<file path="src/shared/bsl_pkg.sv">
// Purpose: constants for the bridge tenure timer and I/O window registers
// Assumes: dword configuration accesses with active-low byte enables
// Notes: offsets are byte addresses of configuration dwords
`default_nettype none
package bsl_pkg;
  localparam logic [7:0] OFS_TENURE = 8'h18;
  localparam logic [7:0] OFS_IOWIN = 8'h1C;
  localparam int TENURE_LSB = 27;
  localparam int TENURE_W = 5;
  localparam int IOB_LSB = 4;
  localparam int IOT_LSB = 12;
  localparam int WIN_W = 4;
  localparam logic [4:0] TENURE_RST = 5'h00;
  localparam logic [3:0] IOB_RST = 4'h0;
  localparam logic [3:0] IOT_RST = 4'h0;
  localparam logic [3:0] DECODE32 = 4'h1;
  localparam logic [2:0] TENURE_STEP = 3'h0;
endpackage
`default_nettype wire

</file>
<file path="src/bsl_regs.sv">
// Purpose: secondary tenure timer and I/O window registers of a bridge
// Assumes: upper-half I/O bits arrive as inputs from their own registers
// Notes: one clock mclk, asynchronous active-low reset
`default_nettype none
module bsl_regs (
  // clock and reset
  input wire logic mclk,
  input wire logic rst_b,
  // configuration access
  input wire logic cfg_rd,
  input wire logic cfg_wr,
  input wire logic [7:0] cfg_addr,
  input wire logic [3:0] cfg_be_b,
  input wire logic [31:0] cfg_wdata,
  output logic [31:0] cfg_rdata,
  // upper-half I/O window bits
  input wire logic [15:0] io_bottom_upper,
  input wire logic [15:0] io_top_upper,
  // secondary mastering
  input wire logic sec_frame_start,
  input wire logic sec_master_busy,
  input wire logic sec_gnt_lost,
  input wire logic sec_mwi,
  output logic tenure_expired,
  output logic end_after_first_data,
  // I/O forwarding decision
  input wire logic io_req,
  input wire logic [31:0] io_addr,
  output logic io_forward
);
  ////////////////////////////////////////////////////////////////
  // registers
  logic [4:0] tenure_r, tenure_nxt;
  logic [3:0] iob_r, iob_nxt, iot_r, iot_nxt;
  logic [31:0] rdata_nxt;

  always_comb begin
    tenure_nxt = tenure_r;
    iob_nxt = iob_r;
    iot_nxt = iot_r;
    rdata_nxt = 32'h0000_0000;
    if (cfg_wr && cfg_addr == bsl_pkg::OFS_TENURE && !cfg_be_b[3]) begin
      tenure_nxt = cfg_wdata[bsl_pkg::TENURE_LSB +: bsl_pkg::TENURE_W];
    end
    if (cfg_wr && cfg_addr == bsl_pkg::OFS_IOWIN && !cfg_be_b[0]) begin
      iob_nxt = cfg_wdata[bsl_pkg::IOB_LSB +: bsl_pkg::WIN_W];
    end
    if (cfg_wr && cfg_addr == bsl_pkg::OFS_IOWIN && !cfg_be_b[1]) begin
      iot_nxt = cfg_wdata[bsl_pkg::IOT_LSB +: bsl_pkg::WIN_W];
    end
    if (cfg_rd && cfg_addr == bsl_pkg::OFS_TENURE) begin
      rdata_nxt = {tenure_r, bsl_pkg::TENURE_STEP, 24'h00_0000};
    end else if (cfg_rd && cfg_addr == bsl_pkg::OFS_IOWIN) begin
      rdata_nxt = {16'h0000, iot_r, bsl_pkg::DECODE32, iob_r, bsl_pkg::DECODE32};
    end
  end

  always_ff @(posedge mclk or negedge rst_b) begin
    if (!rst_b) begin
      tenure_r <= bsl_pkg::TENURE_RST;
      iob_r <= bsl_pkg::IOB_RST;
      iot_r <= bsl_pkg::IOT_RST;
      cfg_rdata <= 32'h0000_0000;
    end else begin
      tenure_r <= tenure_nxt;
      iob_r <= iob_nxt;
      iot_r <= iot_nxt;
      cfg_rdata <= rdata_nxt;
    end
  end

  ////////////////////////////////////////////////////////////////
  // tenure timer
  logic [7:0] cnt_r, cnt_nxt;
  logic run_r, run_nxt, exp_nxt, efd_nxt;
  logic [7:0] limit;

  always_comb begin
    limit = {tenure_r, bsl_pkg::TENURE_STEP};
    cnt_nxt = cnt_r;
    run_nxt = run_r;
    exp_nxt = tenure_expired;
    if (sec_frame_start) begin
      cnt_nxt = 8'h01;
      run_nxt = 1'b1;
      exp_nxt = limit != 8'h00 && limit <= 8'h01;
    end else if (!sec_master_busy) begin
      run_nxt = 1'b0;
      exp_nxt = 1'b0;
    end else if (run_r && !tenure_expired) begin
      cnt_nxt = cnt_r + 8'h01;
      exp_nxt = limit != 8'h00 && cnt_nxt >= limit;
    end
    efd_nxt = sec_master_busy && sec_gnt_lost && !sec_mwi && tenure_r == 5'h00;
  end

  always_ff @(posedge mclk or negedge rst_b) begin
    if (!rst_b) begin
      cnt_r <= 8'h00;
      run_r <= 1'b0;
      tenure_expired <= 1'b0;
      end_after_first_data <= 1'b0;
    end else begin
      cnt_r <= cnt_nxt;
      run_r <= run_nxt;
      tenure_expired <= exp_nxt;
      end_after_first_data <= efd_nxt;
    end
  end

  ////////////////////////////////////////////////////////////////
  // I/O window decode
  logic [19:0] a_hi, bot, top;
  logic fwd_nxt;

  always_comb begin
    a_hi = io_addr[31:12];
    bot = {io_bottom_upper, iob_r};
    top = {io_top_upper, iot_r};
    fwd_nxt = io_req && a_hi >= bot && a_hi <= top;
  end

  always_ff @(posedge mclk or negedge rst_b) begin
    if (!rst_b) begin
      io_forward <= 1'b0;
    end else begin
      io_forward <= fwd_nxt;
    end
  end

  ////////////////////////////////////////////////////////////////
  // checks
  // independent tenure cycle count for the expiry check
  logic [8:0] chk_cnt_r, chk_cnt_nxt;

  always_comb begin
    chk_cnt_nxt = chk_cnt_r;
    if (sec_frame_start) begin
      chk_cnt_nxt = 9'h001;
    end else if (!sec_master_busy) begin
      chk_cnt_nxt = 9'h000;
    end else if (chk_cnt_r != 9'h1FF) begin
      chk_cnt_nxt = chk_cnt_r + 9'h001;
    end
  end

  always_ff @(posedge mclk or negedge rst_b) begin
    if (!rst_b) begin
      chk_cnt_r <= 9'h000;
    end else begin
      chk_cnt_r <= chk_cnt_nxt;
    end
  end

  a_fwd_window: assert property (@(posedge mclk) disable iff (!rst_b)
    io_req |=> io_forward == ($past(io_addr[31:12]) >= {$past(io_bottom_upper), $past(iob_r)}
      && $past(io_addr[31:12]) <= {$past(io_top_upper), $past(iot_r)}))
    else $error("io forward decision wrong");
  a_fwd_idle: assert property (@(posedge mclk) disable iff (!rst_b)
    !io_req |=> !io_forward) else $error("forward without request");
  a_low_bits_zero: assert property (@(posedge mclk) disable iff (!rst_b)
    $past(cfg_rd) && $past(cfg_addr) == bsl_pkg::OFS_TENURE |-> cfg_rdata[26:0] == 27'h0)
    else $error("timer low bits not zero");
  a_decode_nibble: assert property (@(posedge mclk) disable iff (!rst_b)
    $past(cfg_rd) && $past(cfg_addr) == bsl_pkg::OFS_IOWIN |-> cfg_rdata[3:0] == 4'h1 && cfg_rdata[11:8] == 4'h1)
    else $error("decode width nibble wrong");
  a_bottom_write: assert property (@(posedge mclk) disable iff (!rst_b)
    cfg_wr && cfg_addr == bsl_pkg::OFS_IOWIN && !cfg_be_b[0] |=> iob_r == $past(cfg_wdata[7:4]))
    else $error("bottom write lost");
  a_top_write: assert property (@(posedge mclk) disable iff (!rst_b)
    cfg_wr && cfg_addr == bsl_pkg::OFS_IOWIN && !cfg_be_b[1] |=> iot_r == $past(cfg_wdata[15:12]))
    else $error("top write lost");
  a_timer_expire: assert property (@(posedge mclk) disable iff (!rst_b)
    sec_frame_start && tenure_r == 5'h01 && !cfg_wr ##1 (sec_master_busy && !sec_frame_start) [*7]
      |=> tenure_expired) else $error("timer did not expire at eight");
  a_zero_ends: assert property (@(posedge mclk) disable iff (!rst_b)
    sec_master_busy && sec_gnt_lost && sec_mwi |=> !end_after_first_data)
    else $error("zero setting ended a write and invalidate");
  a_expire_at_count: assert property (@(posedge mclk) disable iff (!rst_b)
    chk_cnt_r != 9'h000 && limit != 8'h00 |-> tenure_expired == (chk_cnt_r >= {1'b0, limit}))
    else $error("tenure expiry not at programmed count");
  a_expire_clears: assert property (@(posedge mclk) disable iff (!rst_b)
    !sec_master_busy && !sec_frame_start |=> !tenure_expired)
    else $error("expiry held after tenure ended");
  a_frame_restart: assert property (@(posedge mclk) disable iff (!rst_b)
    sec_frame_start |=> cnt_r == 8'h01)
    else $error("frame did not restart the count");
  a_tenure_write: assert property (@(posedge mclk) disable iff (!rst_b)
    cfg_wr && cfg_addr == bsl_pkg::OFS_TENURE && !cfg_be_b[3] |=> tenure_r == $past(cfg_wdata[31:27]))
    else $error("tenure write lost");
  a_tenure_hold: assert property (@(posedge mclk) disable iff (!rst_b)
    !(cfg_wr && cfg_addr == bsl_pkg::OFS_TENURE && !cfg_be_b[3]) |=> $stable(tenure_r))
    else $error("tenure changed without write");
  a_zero_no_expire: assert property (@(posedge mclk) disable iff (!rst_b)
    tenure_r == 5'h00 && !tenure_expired |=> !tenure_expired)
    else $error("zero setting expired");
  a_zero_first_data: assert property (@(posedge mclk) disable iff (!rst_b)
    sec_master_busy && sec_gnt_lost && !sec_mwi && tenure_r == 5'h00 |=> end_after_first_data)
    else $error("zero setting did not end after first data");
  a_efd_clear: assert property (@(posedge mclk) disable iff (!rst_b)
    !sec_master_busy |=> !end_after_first_data)
    else $error("first data end without tenure");
  a_window_hold: assert property (@(posedge mclk) disable iff (!rst_b)
    !(cfg_wr && cfg_addr == bsl_pkg::OFS_IOWIN) |=> $stable(iob_r) && $stable(iot_r))
    else $error("window changed without write");
  a_upper_zero: assert property (@(posedge mclk) disable iff (!rst_b)
    $past(cfg_rd) && $past(cfg_addr) == bsl_pkg::OFS_IOWIN |-> cfg_rdata[31:16] == 16'h0000)
    else $error("window upper half not zero");
  a_fwd_bottom: assert property (@(posedge mclk) disable iff (!rst_b)
    io_req && {io_bottom_upper, iob_r} <= {io_top_upper, iot_r}
      && io_addr[31:12] == {io_bottom_upper, iob_r} |=> io_forward)
    else $error("bottom bound not inclusive");
  a_fwd_top: assert property (@(posedge mclk) disable iff (!rst_b)
    io_req && {io_bottom_upper, iob_r} <= {io_top_upper, iot_r}
      && io_addr[31:12] == {io_top_upper, iot_r} |=> io_forward)
    else $error("top bound not inclusive");
endmodule
`default_nettype wire

</file>
<file path="config.mk">
export PLATFORM = sky130hd
export DESIGN_NAME = bsl_regs
export DESIGN_NICKNAME = d
export VERILOG_FILES = /design/src/shared/bsl_pkg.sv /design/src/bsl_regs.sv
export SDC_FILE = /design/constraint.sdc
export NUM_CORES = 1
export LEC_CHECK = 0
export ABC_CLOCK_PERIOD_IN_PS = 1640
export BUFFER_PORTS_ARGS = -buffer_cell sky130_fd_sc_hd__clkbuf_2
export CORE_MARGIN = 5
export CORE_UTILIZATION = 41
export CTS_CLUSTER_DIAMETER = 100
export DETAILED_ROUTE_END_ITERATION = 7
export GPL_ROUTABILITY_DRIVEN = 1
export PLACE_DENSITY = 0.78
export SYNTH_ARGS = -nofsm -noshare
export SYNTH_HDL_FRONTEND = slang
export SYNTH_SLANG_ARGS = --single-unit
</file>
<file path="constraint.sdc">
create_clock -name mclk -period 1.64 [get_ports mclk]
set_input_delay 0.082 -clock mclk [delete_from_list [all_inputs] [get_ports mclk]]
set_output_delay 0.082 -clock mclk [all_outputs]
set_load 0.02 [all_outputs]
</file>
======== After elaboration in Yosys (flattened, before gate mapping) ========
Cells that the tools add are included.
cells by class
  $add $sub $neg .......................... 1
  multiply operators ...................... 0
  divide/modulo/power cells ............... 0
  magnitude comparators ................... 4
  eq/ne operators ......................... 4
  shift-type cells ........................ 0
  multiplexer cells ....................... 10
  bitwise gates (word level) .............. 0
  reductions and logical operators ........ 25
operators with widths
  cell                 number
  $mux 32              1
  $mux 8               3
  $ge 20x20->1         1
  $le 20x20->1         1
  $eq 8x5->1 const B   2
  $mux 16              1
  $logic_and 1x1->1    15
  $add 8x1->8 const B  1
  $ge 8x8->1           1
  $le 8x1->1 const B   1
  $logic_not 1->1      5
  $logic_not 5->1      1
  $mux 1               5
  $reduce_bool 5->1    1
  $reduce_bool 2->1    2
  $ne 3x2->1 const B   1
  $ne 2x2->1 const B   1
  $reduce_and 2->1     1
storage, ports and cells
  register bits ........................... 57
  bits in latches ......................... 0
  memory bits (writable) .................. 0
  memory bits (read-only) ................. 0
  input bits .............................. 117
  output and inout port bits .............. 35
  word-level logic and storage cells ...... 53
  memories ................................ 0

======== Longest topological paths before layout ========
  depth after elaboration ................. 6
  gate-level depth with buffers ........... 8
  gate-level depth less buffers ........... 8

======== Least setup slack after synthesis ========
No wires, ideal clock.
  path kind ............................... register to register
  from .................................... register cnt_r[0]
  to ...................................... register tenure_expired
  setup time .............................. 94 ps
  arrival ................................. 1681 ps
  data required time ...................... 1546 ps
  path slack .............................. -135 ps
  stages on the path, launching flop included .. 9
  buffers on the path ..................... 0
  period minus slack after synthesis ...... 1775 ps
  path through ............................ dfrtp_1 ha_1 nand3_2 or2_1 xnor2_1 ha_1 o21ai_0 a21o_1 a211oi_1
on the way
  longest elaborated chain between the ends .. 6
RTL lines
  what                    line             RTL
  from (decl)             bsl_regs.sv:74   logic [7:0] cnt_r, cnt_nxt;
  from (signal assigned)  bsl_regs.sv:104  cnt_r <= cnt_nxt;
  $add 8x1->8             bsl_regs.sv:91   cnt_nxt = cnt_r + 8'h01;
  $ge 8x8->1              bsl_regs.sv:92   exp_nxt = limit != 8'h00 && cnt_nxt >= limit;
  $logic_and 1x1->1       bsl_regs.sv:92
  $mux 1                  bsl_regs.sv:90   end else if (run_r && !tenure_expired) begin
  $mux 1                  bsl_regs.sv:87   end else if (!sec_master_busy) begin
  $mux 1                  bsl_regs.sv:83   if (sec_frame_start) begin
  to (signal assigned)    bsl_regs.sv:106  tenure_expired <= exp_nxt;
  to (decl)               bsl_regs.sv:24   output logic tenure_expired,
No other way between the ends. The select of a mux whose other input is x is not followed.
A chain may end at the register's enable or synchronous reset.

======== Worst setup path after layout ========
  from .................................... register cnt_r[1]
  to ...................................... register cnt_r[6]
on the way
  longest elaborated chain between the ends .. 4
RTL lines
  what         line
  $add 8x1->8  bsl_regs.sv:91
  $mux 8       bsl_regs.sv:90
  $mux 8       bsl_regs.sv:87
  $mux 8       bsl_regs.sv:83
No other way between the ends. The select of a mux whose other input is x is not followed.

==> flow_summary_export.csv <==
group,metric,value,unit
setup_path,cp.required,1.87,ns
logic_synthesis,netlist_area,0.002879,mm^2
timing,period_needed,1.874,ns
grt,grt.total_usage,0.1646,
power_and_ir_drop,pwr_density_cell,558.8,mW/mm^2
setup_path,cp.arrival,2.10,ns
hold_path,hold_class,"in -> reg",
logic_synthesis,ys_seq_elements,39,
timing,hold_viol,0,
timing,fin_ws,-0.2345,ns
logic_synthesis,yosys_most_used_dff,"dfrtp_1",
clock_network,cts_htree_levels,2,
die,die_h,93.80,um
logic_synthesis,synth.top_cell.area_share,0.3390,
clock_network,cts-root-buf,"clkbuf_8",
detailed_routing,routed_via_density,4.825,
detailed_routing,route.met3.wl,446,um
timing,grt_setup_unrepaired,"true",
logic_synthesis,ys_seq_area_frac,0.3390,
logic_synthesis,syn_avg_cell_area,9.257,um^2
final_layout,layout.nets,608,
placed_design,routabilityCongestion,0.8841,
setup_path,path_class,"reg -> reg",
detailed_routing,vias,2615,
clock_network,cts_buffers,5,
final_layout,syn_to_final_growth,33.25,%
setup_path,cp_max_fo,3,
logic_synthesis,synth_edf_count,0,
placed_design,portBuffers,102,
timing,fmax,0.5335,GHz
grt,first_global_vias,2772,
placed_design,place_hpwl,5.744,mm
setup_path,end_kind,"register",
final_layout,antenna_cells,0,
power_and_ir_drop,ir_drop,0.3243,mV
setup_path,crit_start,"cnt_r[1]",
power_and_ir_drop,leakagePower,2.101,nW
detailed_routing,highest_layer,"met4",
clock_network,cts_buffer_depth,2,
grt,gr-total-overflow,0,
logic_synthesis,synth_most_common_cell,"inv_1",
grt,antenna_found_initial,0,
setup_path,rr_startpoint,"cnt_r[1]",
run_status,outcome,"finished with violations",
timing,fin_skew,0.005390,ns
setup_path,cp-start-kind,"register",
logic_synthesis,synthTopCellsByArea,"dfrtp_1 34%, ha_1 20%, inv_1 6.1%",
die,dieWidth,93.80,um
detailed_routing,finalWirelength,7.179,mm
timing,post-route-period-util,1.143,
logic_synthesis,synthTopCellsByCount,"47 x inv_1, 46 x ha_1, 39 x dfrtp_1",
setup_path,r2r_cells,8,
logic_synthesis,yosysTopAreaCell,"dfrtp_1",
clock_network,insertion_delay,0.29,ns
logic_synthesis,yosysUniqueCellTypes,40,
job,cap_violations,0,
clock_network,cts_tree,"yes",
logic_synthesis,async_reset_ff_frac,1.000,
die,initial_core_util,0.4214,
final_layout,drive_gt1_frac,0.3744,
clock_network,clock_sinks,39,
timing,setup_tns,-0.5627,ns
die,dieArea,0.008798,mm^2
setup_path,worst_r2r_endpoint,"cnt_r[6]",
grt,grt_max_degree,40,
detailed_routing,wl_per_cell,13.25,um
timing,setup_viol,3,
detailed_routing,drt_iter0_markers,67,
setup_path,r2r_slack,-0.23,ns
die,core_area,0.006832,mm^2
grt,grt_pass1_wl,11.85,mm
die,ios,152,
placed_design,place_area,0.003550,mm^2
run_status,violations,"setup timing",
timing,drv_slew,0,
detailed_routing,wl_met2,3.742,mm
clock_network,clk_pin_slew,0.08,ns
logic_synthesis,syn-instance-count,311,
detailed_routing,post-route-drc-count,0,
detailed_routing,firstDrtPassIters,4,
setup_path,critPathCapture,"cnt_r[6]",
final_layout,fin_area,0.003836,mm^2
detailed_routing,ant_nets,0,
logic_synthesis,yosys_warnings,0,
detailed_routing,route.layer.met1.wl,2.897,mm
die,rows,30,
==> worst min-delay path by stage <==
stage                             start              endpoint  slack, ns  cells after the start
after global routing      cfg_wdata[12]              iot_r[0]       0.01                      2
after floorplan                   rst_b         cfg_rdata[12]      -0.21                      0
after CTS                 cfg_wdata[30]           tenure_r[3]      0.008                      3
after detailed placement          rst_b  end_after_first_data       0.16                      2
final                     cfg_wdata[30]           tenure_r[3]       0.01                      3
after global placement            rst_b  end_after_first_data       0.15                      2
==> flip-flops by register name, summed over array words and instances, names as in the netlist <==
| signal | flops |
|---|---|
| cfg_rdata | 14 |
| cnt_r | 8 |
| tenure_r | 5 |
| iob_r | 4 |
| iot_r | 4 |
| end_after_first_data | 1 |
| io_forward | 1 |
| run_r | 1 |
| tenure_expired | 1 |
==> timing repair <==
item	CTS	global route
setup endpoints to repair	2	3
gates resized for setup	4	15
hold buffers	6	0
endpoints found under the hold margin	43	0
pin swaps	1	8
setup buffers	3	5
==> critical path, cell delays in order (launching register included) <==
cell     delay [ns]
dfrtp_1        0.40
ha_2           0.23
nand3_4        0.08
or2_4          0.24
buf_4          0.13
buf_4          0.12
buf_4          0.12
or3_1          0.35
a21oi_2        0.14
==> area by class of cell <==
cell class,count,area (um^2)
tap,96,120.1
timing repair buffer,135,773.2
clock inverter,3,20.02
clock buffer,5,68.82
inverter,47,176.4
multi-input combinational,217,1702
sequential,39,975.9
fill,602,2995
==> per-stage QoR <==
| step | hold WS (ns) | total power [mW] | util | cells | setup WS (ns) |
|---|---|---|---|---|---|
| 6_report | 0.01448 | 2.144 | 0.5615 | 542 | -0.2345 |
| 3_3_place_gp | 0.1548 | 1.452 | 0.5196 | 520 | -0.1495 |
| 4_1_cts | 0.007601 | 2.133 | 0.5463 | 537 | -0.1577 |
| 2_1_floorplan | -0.2136 | 1.291 | - | 327 | -0.1105 |
| 3_5_place_dp | 0.1614 | 1.474 | 0.5196 | 520 | -0.2379 |
| 5_1_grt | 0.01216 | 2.269 | 0.5615 | 542 | -0.3044 |
==> layout by cell type (no fill, tap or decap), types with 2 or more instances in the layout <==
master	n
a221oi_1	2
ha_1	43
buf_4	27
nor2_1	10
o21ai_1	2
nor4_1	11
dlygate4sd3_1	6
nand3_4	2
clkbuf_8	5
and3_4	2
clkbuf_2	102
nand3_1	7
inv_1	45
a21o_1	5
o21ai_2	2
nand2b_1	3
a21oi_1	18
clkinvlp_4	2
xnor2_1	6
or3_1	5
o21ai_0	14
mux2_2	8
conb_1	17
xor2_1	2
and4_1	6
a211oi_2	2
inv_2	2
nor2_4	2
and2_1	2
nor3_1	2
ha_4	2
dfrtp_1	39
nand2_1	25
==> power breakdown <==
group          switching, mW  internal, mW  leakage (nW)
sequential            0.0142         0.981         0.516
clock                  0.347         0.296        0.0402
combinational          0.272         0.233          1.54
total                  0.633          1.51          2.10
==> per-layer routing <==
metal,track usage,vias to the layer above
met5,0,-
met4,0.04212,0
met3,0.02404,10
met2,0.3128,85
met1,0.1907,1213
li1,-,1307
==> cell families after synthesis <==
family,share of synthesized area
adder cells (fa/ha/maj),0.1999
multiplexers,0.03651
AO/OA/AOI/OAI,0.1030
AND/OR/NAND/NOR,0.1773
buffers and inverters,0.1186
other,0.001303
XOR/XNOR,0.02434
flip-flops,0.3390
(Power assumes the default switching activity.)
